==> config.mk <==
export PLATFORM = sky130hd
export DESIGN_NAME = card_status_change_irq_config
export DESIGN_NICKNAME = d
export VERILOG_FILES = /design/src/card_status_change_irq_config.v /design/src/pin_filter.v
export VERILOG_INCLUDE_DIRS = /design/src
export SDC_FILE = /design/constraint.sdc
export NUM_CORES = 1
export LEC_CHECK = 0
export CAP_MARGIN = 20
export CORE_MARGIN = 2
export CORE_UTILIZATION = 65
export CTS_BUF_LIST = sky130_fd_sc_hd__clkbuf_2
export CTS_CLUSTER_SIZE = 8
export DETAILED_ROUTE_END_ITERATION = 10
export DONT_BUFFER_PORTS = 1
export GPL_TIMING_DRIVEN = 1
export PLACE_DENSITY = 0.79
export SLEW_MARGIN = 30
export SYNTH_ARGS = -nofsm -noshare
export SYNTH_HDL_FRONTEND = slang
export SYNTH_SLANG_ARGS = --single-unit
==> constraint.sdc <==
create_clock -name clk_sys_i -period 2.1 [get_ports clk_sys_i]
set_input_delay 0.21 -clock clk_sys_i [delete_from_list [all_inputs] [get_ports clk_sys_i]]
set_output_delay 0.21 -clock clk_sys_i [all_outputs]
set_load 0.05 [all_outputs]
==> src/csc_irq_consts.vh <==
// Notes on behaviour
// - Bits 7:4 of the configuration register route the interrupt; 0 means no line (reset), and 3,4,5,7,9,10,11,12,14,15 pick that line.
// - Bit 3 enables the card detect change source and resets to zero.
// - Bit 2 enables the ready change source and resets to zero.
// - Bit 1 enables the battery warning source and resets to zero; for I/O cards it reads back as written but acts as zero.
// - Bit 0 enables battery dead (memory) or status change (I/O) and resets to zero; for I/O cards it reads and acts as zero while ring indicate is on.
// - A status change flag reads as zero while its enable bit is clear.
// - Flags clear on a write of one; without explicit acknowledge, any read of the status register clears all flags.
// - The routed interrupt is a level held until every flag is clear, so further changes give no second pulse.
// - Ready change sets on a rising ready; battery dead for I/O cards sets on a falling status change signal.
`ifndef CSC_IRQ_CONSTS_VH
`define CSC_IRQ_CONSTS_VH
`define CSC_IDX_STATUS 8'h04
`define CSC_IDX_CONFIG 8'h05
`define CSC_CFG_RESET 8'h00
`define CSC_SEL_HI 7
`define CSC_SEL_LO 4
`define CSC_BIT_DETECT 3
`define CSC_BIT_READY 2
`define CSC_BIT_WARN 1
`define CSC_BIT_DEAD 0
`define CSC_SYNC_STAGES 3
// Cycles after reset before filtered pins may count as edges
`define CSC_SETTLE_CYCLES 3'd5
// Edge kind per source, two bits each from bit 0 up: 0 any change, 1 rising, 2 falling
`define CSC_EDGE_KINDS 8'h1a
`endif

==> src/card_status_change_irq_config.v <==
`include "csc_irq_consts.vh"
module card_status_change_irq_config (
    // Clock and reset
    input wire clk_sys_i,
    input wire rst_b_i,
    // Indexed register port
    input wire [7:0] reg_index_i,
    input wire reg_wr_i,
    input wire reg_rd_i,
    input wire [7:0] reg_wdata_i,
    output reg [7:0] reg_rdata_o,
    // Global controls held elsewhere
    input wire explicit_ack_i,
    input wire ring_ind_en_i,
    input wire io_card_i,
    // Card pins
    input wire card_detect_i,
    input wire card_ready_i,
    input wire batt_warn_b_i,
    input wire batt_dead_stschg_b_i,
    // System interrupt lines
    output reg [15:0] irq_o
);
    // Number of change sources and number of system lines
    localparam NUM_SRC = 4;
    localparam NUM_LINES = 16;
    localparam [7:0] EDGE_KIND = `CSC_EDGE_KINDS;

    // Configuration and flag state
    reg [7:0] cfg;
    reg [3:0] flags;
    reg [3:0] prev;
    reg [2:0] settle;

    // Combinational next values
    reg [3:0] next_flags;
    reg [7:0] next_rdata;
    reg sel_valid;

    // Filtered pins and decoded controls
    wire [3:0] pins_raw;
    wire [3:0] lvl;
    wire [3:0] en_eff;
    wire [3:0] events;
    wire [3:0] vis;
    wire [3:0] sel;
    wire [3:0] clr_mask;
    wire [15:0] next_irq;
    wire primed;
    wire ring_blocks_dead;
    wire hit_status;
    wire hit_config;
    wire rd_status;
    wire wr_status;
    wire wr_config;
    wire any_pending;

    // Pin order matches the bit order of the flag register
    assign pins_raw = {card_detect_i, card_ready_i, batt_warn_b_i, batt_dead_stschg_b_i};

    pin_filter #(
        .WIDTH(NUM_SRC)
    ) u_filter (
        .clk_sys_i(clk_sys_i),
        .rst_b_i(rst_b_i),
        .pin_i(pins_raw),
        .level_o(lvl)
    );

    // Settling counter
    // The filter leaves reset at all zeros, so a pin that idles high would
    // look like an edge; edges only count once the filtered level is real
    always @(posedge clk_sys_i)
    begin
        if (!rst_b_i)
        begin
            settle <= 3'd0;
        end
        else
        begin
            if (settle != `CSC_SETTLE_CYCLES)
                settle <= settle + 3'd1;
        end
    end

    assign primed = (settle == `CSC_SETTLE_CYCLES);

    // Register decode
    assign hit_status = (reg_index_i == `CSC_IDX_STATUS);
    assign hit_config = (reg_index_i == `CSC_IDX_CONFIG);
    assign rd_status = reg_rd_i & hit_status;
    assign wr_status = reg_wr_i & hit_status;
    assign wr_config = reg_wr_i & hit_config;

    // Routing field
    assign sel = cfg[`CSC_SEL_HI:`CSC_SEL_LO];

    // Effective enables
    assign ring_blocks_dead = io_card_i & ring_ind_en_i;
    assign en_eff[`CSC_BIT_DETECT] = cfg[`CSC_BIT_DETECT];
    assign en_eff[`CSC_BIT_READY] = cfg[`CSC_BIT_READY];
    // Warning has no meaning for I/O cards
    assign en_eff[`CSC_BIT_WARN] = cfg[`CSC_BIT_WARN] & ~io_card_i;
    assign en_eff[`CSC_BIT_DEAD] = cfg[`CSC_BIT_DEAD] & ~ring_blocks_dead;

    // Edge detection, one slice per source
    genvar s;
    generate
        for (s = 0; s < NUM_SRC; s = s + 1)
        begin : src
            wire [1:0] kind;
            wire rise;
            wire fall;
            wire hit;
            assign kind = EDGE_KIND[2*s+1:2*s];
            assign rise = lvl[s] & ~prev[s];
            assign fall = ~lvl[s] & prev[s];
            assign hit = (kind == 2'd0) ? (rise | fall) : ((kind == 2'd1) ? rise : fall);
            assign events[s] = primed & hit;
        end
    endgenerate

    // Flag update
    assign vis = flags & en_eff;
    assign clr_mask = wr_status ? reg_wdata_i[3:0] : 4'h0;

    always @*
    begin
        next_flags = flags & ~clr_mask;
        if (rd_status && !explicit_ack_i)
            next_flags = 4'h0;
        // Set beats clear so an edge during an acknowledge is not lost
        next_flags = (next_flags | events) & en_eff;
    end

    // Read data
    always @*
    begin
        case (reg_index_i)
            `CSC_IDX_STATUS: next_rdata = {4'h0, vis};
            `CSC_IDX_CONFIG: next_rdata = {cfg[7:1], cfg[0] & ~ring_blocks_dead};
            default: next_rdata = 8'h00;
        endcase
    end

    // Register state
    always @(posedge clk_sys_i)
    begin
        if (!rst_b_i)
        begin
            cfg <= `CSC_CFG_RESET;
            flags <= 4'h0;
            prev <= 4'h0;
            reg_rdata_o <= 8'h00;
        end
        else
        begin
            prev <= lvl;
            flags <= next_flags;
            if (wr_config)
                cfg <= reg_wdata_i;
            // Read data holds until the next read so slow hosts can fetch it
            if (reg_rd_i)
                reg_rdata_o <= next_rdata;
        end
    end

    // Reserved codes route nowhere
    always @*
    begin
        case (sel)
            4'h3, 4'h4, 4'h5, 4'h7, 4'h9, 4'ha, 4'hb, 4'hc, 4'he, 4'hf: sel_valid = 1'b1;
            default: sel_valid = 1'b0;
        endcase
    end

    // Taken from the next flags so the line rises in the same cycle as the flag
    assign any_pending = |next_flags;

    // One decode slice per system line
    generate
        for (s = 0; s < NUM_LINES; s = s + 1)
        begin : line
            localparam [3:0] LINE_CODE = s;
            assign next_irq[s] = sel_valid & any_pending & (sel == LINE_CODE);
        end
    endgenerate

    // Level held while any visible flag stands; no re-pulse on new events
    always @(posedge clk_sys_i)
    begin
        if (!rst_b_i)
        begin
            irq_o <= 16'h0000;
        end
        else
        begin
            irq_o <= next_irq;
        end
    end
endmodule

==> src/pin_filter.v <==
`include "csc_irq_consts.vh"
module pin_filter #(
    parameter WIDTH = 4
) (
    // Clock and reset
    input wire clk_sys_i,
    input wire rst_b_i,
    // Raw pins and filtered levels
    input wire [WIDTH-1:0] pin_i,
    output wire [WIDTH-1:0] level_o
);
    genvar g;
    generate
        for (g = 0; g < WIDTH; g = g + 1)
        begin : bit_sync
            reg [`CSC_SYNC_STAGES-1:0] stage;
            reg level;
            always @(posedge clk_sys_i)
            begin
                if (!rst_b_i)
                begin
                    stage <= 3'b000;
                    level <= 1'b0;
                end
                else
                begin
                    stage <= {stage[1:0], pin_i[g]};
                    // Only the agreeing later stages are looked at; stage 0 may be metastable
                    if (stage[1] == stage[2])
                        level <= stage[2];
                end
            end
            assign level_o[g] = level;
        end
    endgenerate
endmodule

==> results of run 1 <==
cells by family (layout without fill, tap and decap cells):
group           count (synthesis)  count (layout)  share of synthesized area
buf+inv                        17              41                     0.0343
compound gates                 50              50                      0.154
mux                             8               8                     0.0343
fa+ha+maj                       2               2                     0.0107
simple gates                   95              95                      0.241
flops                          60              60                      0.514
xor+xnor                        3               3                     0.0113
final timing paths:
check	from	end	slack [ns]	cells after the start
min	reg_index_i[0]	reg_rdata_o[1]	0.01	2
max reg2reg	settle[0]	irq_o[9]	0.07	5
max	settle[0]	irq_o[9]	0.07	5
min reg2reg	u_filter.bit_sync[2].stage[0]	u_filter.bit_sync[2].stage[1]	0.46	1
what timing repair did:
action,in CTS,in global routing
resized for setup,0,5
endpoints found under the setup margin,0,2
hold buffers,15,0
hold endpoints to repair,49,0
synthesized netlist by cell type, types with 2 or more instances:
master	number	area share
xor2_1	2	0.0075
ha_1	2	0.011
buf_6	2	0.0096
a21boi_0	14	0.045
a2111oi_0	2	0.0075
nor3b_1	8	0.026
clkbuf_1	7	0.011
mux2i_1	8	0.034
inv_1	7	0.011
dfxtp_1	60	0.51
o21ai_0	5	0.011
nor2_1	2	0.0032
and3_1	5	0.013
a31oi_1	2	0.0054
nand2b_1	9	0.024
o2111ai_1	4	0.015
o21a_1	2	0.0064
and2_1	17	0.046
nand3b_1	2	0.0064
nand2_1	21	0.034
nand3_1	9	0.019
nor2b_1	8	0.021
nor3_1	3	0.0064
nand4b_1	2	0.0075
a21oi_1	15	0.032
metal layers:
layer | share of wire | track usage | vias up
li1 | - | - | 869
met1 | 0.40 | 0.287 | 826
met2 | 0.50 | 0.432 | 73
met3 | 0.069 | 0.0845 | 18
met4 | 0.032 | 0.160 | 0
met5 | 0 | 0 | -
state kept, by name, indices dropped and copies added (netlist names):
name,flops
cfg,8
flags,4
irq_o,16
prev,4
reg_rdata_o,8
sel_valid,1
settle,3
u_filter.bit_sync.level,4
u_filter.bit_sync.stage,12
worst register-to-register path: cells and delay by family (launching register included):
kind,cells,cell delay [ns]
compound gates,3,1.18
fa+ha+maj,1,0.20
flops,1,0.40
simple gates,1,0.16
power by group through the flow:
stage,sequential (mW),combinational [mW],clock [mW]
after global routing,1.17,0.0955,0.875
after floorplan,1.19,0.0489,0
after CTS,1.16,0.0829,0.816
after detailed placement,1.19,0.0445,0
final,1.16,0.0843,0.810
after global placement,1.19,0.0418,0
layout make-up:
type / instances / area [µm²]
clock inverters: 7 / 90.1
multi-input cells: 158 / 1070
repair buffers: 18 / 183
fillers: 215 / 714
clock buffers: 9 / 45.0
flip-flops and latches: 60 / 1200
inverters: 7 / 26.3
well taps: 46 / 57.6
per-stage QoR:
step / cells / setup slack (ns)
2_1_floorplan: 235 / 0.125
3_3_place_gp: 274 / 0.0753
3_5_place_dp: 274 / 0.000944
4_1_cts: 305 / 0.0385
5_1_grt: 305 / -0.0146
6_report: 305 / 0.0720
==> out/results.txt, run 1 <==
final wirelength -> 4.93 mm
Int Pwr -> 1.59 mW
GRT Overall Usage -> 0.260
Cell Area, Placed -> 2360 µm²
TritonCTS clock tree -> done
PD cells -> 770 nW/µm²
Remaining DRCs -> 0
P_leak -> 0.983 nW
dpl hpwl -> 3.12 mm
NetSw -> 0.465 mW
worst clock skew -> 0.0208 ns
Synth Register Bits -> 60
Pre-Repair DR Iteration Count -> 4
routability cong. -> 0.896
via count -> 1,786
DR iter-0 viols -> 162
clk_lat worst skew -> 0.48 ns
Seq/Total Area, Yosys -> 0.514
DR WL/cell -> 16.2 µm
Yosys Warn Count -> 0
CP max stage cell -> a2111oi_2
CP endpoint kind -> register
part of the power in registers -> 0.566
H-tree Lvls -> 3
crit share post-route -> 0.966
Setup-failing EPs final -> 0
most frequent cells in the layout -> dfxtp_1 (60), nand2_1 (21), and2_1 (17), a21oi_1 (15)
Final Hold Viols -> 0
clock share of power -> 0.393
combinational power share -> 0.041
startpoint types -> register
Switching Share -> 0.226
maximum number of pins on one net before global-route repair -> 48
EDFF count, synth -> 0
area grow syn2layout -> 14.5%
initial antenna violation count -> 0
Least-Margin Pin Slew -> 0.561 ns
Setup Fix Bufs, Post-CTS -> 0
RSZ-0062 raised after global routing -> true
Max-slew headroom -> 0.620
WP data required -> 2.47 ns
DR vias/cell -> 5.86
Syn Nets -> 264
IO Pins -> 51
Final Max Slew Viols -> 0
first-pass GRT wire length -> 7.96 mm
Site Rows -> 21
Tmin final -> 2.03 ns
synth unique cells -> 42
grt total ovfl -> 0
share of cells above drive strength 1 -> 0.104
Crit Path Category -> register to register
antenna-violating nets left -> 0
CORE AREA -> 3390 µm²
CTS Sinks -> 60
DIE AREA -> 4090 µm²
most common cell after layout, fill and taps aside -> dfxtp_1
# Max-Cap Violations -> 0
worst min path class -> primary input to register
final core occ -> 0.789
post-synthesis async set-or-reset flop share -> 0
fin nets -> 283
worst hold slack -> 0.0104 ns
Syn Area/Cell -> 9.94 µm²
Antenna diodes -> 0
root buffer cell -> clkbuf_2
run status -> finished, final reports clean
CP bufs+invs -> 0
CP max stage delay -> 0.44 ns
Longest Clk Path Bufs -> 2
CTS Buf Count -> 9
chip width -> 64.0 µm
main flop type after synthesis -> dfxtp_1
Post-Syn Instances -> 235
Chip Height -> 64.0 µm
Cell Chain, Critical Path -> ha_1, nand4b_1, a311o_1, o21a_4, a2111oi_2
WP data arrival -> 2.40 ns
Final Cell Area -> 2680 µm²
setup TNS -> 0 ns
clock transition at the registers of the reported paths -> 0.18 ns
top fanout value on the critical path -> 16
Max VDD drop -> 0.589 mV
achievable clock frequency -> 0.493 GHz
Final Power -> 2.06 mW
vias in the first global route -> 1,755
Synth Cell Area -> 2340 µm²
kind of cell adding the most delay to the critical path -> compound AO/OA/AOI/OAI gates
Port Buf Inserts -> 0
starting density of the core -> 0.689
Power figures use the tool's default switching activity.
==> run 2, diff against run 1 <==
--- a/config.mk
+++ b/config.mk
@@ -15,6 +15,7 @@
 export DONT_BUFFER_PORTS = 1
 export GPL_TIMING_DRIVEN = 1
 export PLACE_DENSITY = 0.79
+export RECOVER_POWER = 100
 export SLEW_MARGIN = 30
 export SYNTH_ARGS = -nofsm -noshare
 export SYNTH_HDL_FRONTEND = slang
==> run 2 against run 1 <==
Compared with the run above: via count did not move; highest routed layer unchanged; design area fell by 0.42%; register-to-register slack improved by 0.02 ns; wire length barely moved.
==> out/results.txt, run 2 (synthesis results as in run 1) <==
run status -> finished, final reports clean
Reg2Reg Depth -> 5 (unchanged)
top fanout value on the critical path -> 16 (unchanged)
WP data arrival -> 2.39 ns (about the same)
DR WL/cell -> 16.2 µm (about the same)
setup slack, reg-to-reg -> 0.1 ns (+0.02 ns)
Longest Clk Path Bufs -> 2 (unchanged)
Largest regs -> irq_o (16), u_filter.bit_sync.stage (12)
IO Pins -> 51 (unchanged)
crit path to -> irq_o[9]
area grow syn2layout -> 14.0%
Antenna diodes -> 0 (unchanged)
clock transition at the registers of the reported paths -> 0.17 ns (about the same)
final wirelength -> 4.93 mm (about the same)
beginning of the critical path -> settle[0]
achievable clock frequency -> 0.499 GHz (+1.2%)
Fillers -> 217 (+0.93%)
H-tree Lvls -> 3 (unchanged)
Most flops, register -> irq_o
max reg flops -> 16 (unchanged)
first-pass GRT wire length -> 7.96 mm (unchanged)
antenna-violating nets left -> 0 (unchanged)
Setup-failing EPs final -> 0 (unchanged)
CTS Buf Count -> 9 (unchanged)
chip width -> 64.0 µm (unchanged)
CTS Sinks -> 60 (unchanged)
Max VDD drop -> 0.587 mV (-0.31%)
CP endpoint kind -> register
startpoint types -> register
worst clock skew -> 0.0190 ns (-0.00186 ns)
Port Buf Inserts -> 0 (unchanged)
Max-slew headroom -> 0.628 (+0.00748)
grt total ovfl -> 0 (unchanged)
clk_lat worst skew -> 0.49 ns (about the same)
Pre-Repair DR Iteration Count -> 4 (unchanged)
routability cong. -> 0.896 (unchanged)
initial antenna violation count -> 0 (unchanged)
WP data required -> 2.48 ns (about the same)
DR iter-0 viols -> 144 (-11%)
Crit Path Category -> register to register
Final Max Slew Viols -> 0 (unchanged)
starting density of the core -> 0.689 (unchanged)
Tmin final -> 2.00 ns (-0.0238 ns)
via count -> 1,786 (unchanged)
CORE AREA -> 3390 µm² (unchanged)
most common cell after layout, fill and taps aside -> dfxtp_1
TritonCTS clock tree -> done
crit share post-route -> 0.954 (-0.0113)
most frequent cells in the layout -> dfxtp_1 (60), nand2_1 (21), a21oi_1 (15), a21boi_0 (14), dlygate4sd3_1 (14)
fin nets -> 283 (unchanged)
Multi-input gate area -> 1070 µm² (-0.35%)
worst slack, placed -> 0.000944 ns (unchanged)
Remaining DRCs -> 0 (unchanged)
dpl hpwl -> 3.12 mm (unchanged)
# Max-Cap Violations -> 0 (unchanged)
worst reg2reg endpoint -> irq_o[9]
Least-Margin Pin Slew -> 0.550 ns (-0.0111 ns)
worst setup margin -> 0.0959 ns (+0.0238 ns)
Final Hold Viols -> 0 (unchanged)
DIE AREA -> 4090 µm² (unchanged)
GRT Overall Usage -> 0.260 (unchanged)
Chip Height -> 64.0 µm (unchanged)
share of cells above drive strength 1 -> 0.0927 (-0.0116)
root buffer cell -> clkbuf_2
final core occ -> 0.786 (-0.00332)
worst min path class -> primary input to register
worst reg2reg path startpoint -> settle[0]
Setup Fix Bufs, Post-CTS -> 0 (unchanged)
DR vias/cell -> 5.86 (unchanged)
vias in the first global route -> 1,755 (unchanged)
PD cells -> 773 nW/µm² (+0.46%)
Site Rows -> 21 (unchanged)
P_leak -> 0.967 nW (-1.6%)
maximum number of pins on one net before global-route repair -> 48 (unchanged)
Reg area -> 1200 µm² (unchanged)
RSZ-0062 raised after global routing -> true
run 2: through the flow:
step | std cells | power (mW) | hold slack [ns] | setup TNS [ns] | cell area [µm²]
after global routing | 305 | 2.14 | 0.00292 | -0.0218 | 2660
after global placement | 274 | 1.23 | 0.336 | 0 | 2360
after CTS | 305 | 2.06 | 0.00419 | 0 | 2660
after detailed placement | 274 | 1.23 | 0.340 | 0 | 2360
final | 305 | 2.06 | 0.0226 | 0 | 2660
after floorplan | 235 | 1.24 | 0.337 | 0 | 2340
run 2: area by class of cell:
class / count / share of cell area
clock buffer: 9 / 0.0169
clock inverter: 7 / 0.0338
tap: 46 / 0.0216
inverter: 7 / 0.00986
timing repair buffer: 18 / 0.0658
multi-input combinational: 158 / 0.401
sequential: 60 / 0.451
run 2: worst max-delay path: stages, from the launching register on:
cell and delay (ns):
dfxtp_1 0.40, ha_1 0.20, nand4b_1 0.16, a311o_1 0.43, o21a_4 0.29, a2111oi_2 0.43
run 2: how the worst min path moves through the flow:
stage                         startpoint                             to  slack, ns  cells after the start
floorplan           batt_dead_stschg_b_i  u_filter.bit_sync[0].stage[0]       0.34                      1
global placement                 rst_b_i  u_filter.bit_sync[3].stage[0]       0.34                      1
detailed placement               rst_b_i  u_filter.bit_sync[2].stage[1]       0.34                      1
CTS                       reg_index_i[0]                 reg_rdata_o[1]      0.004                      2
global route                     rst_b_i     u_filter.bit_sync[3].level      0.003                      2
finish                           rst_b_i                      settle[1]       0.02                      2
run 2: power by group:
| group | internal [mW] | leakage (nW) | switching, mW |
|---|---|---|---|
| combinational | 0.0471 | 0.400 | 0.0363 |
| clock | 0.391 | 0.0813 | 0.421 |
| sequential | 1.16 | 0.486 | 0.00937 |
| total | 1.59 | 0.967 | 0.466 |
run 2: repair_timing:
action | 4_1_cts | 5_1_grt
endpoints found under the hold margin | 49 | 0
gates resized for setup | 0 | 5
endpoints found under the setup margin | 0 | 2
hold buffers | 15 | 0
run 2: routing by layer:
metal / global-route usage / up-vias / part of all wire
met4: 0.160 / 0 / 0.035
met1: 0.287 / 821 / 0.39
met5: 0 / - / 0
met2: 0.432 / 76 / 0.50
met3: 0.0845 / 18 / 0.075
li1: - / 871 / -
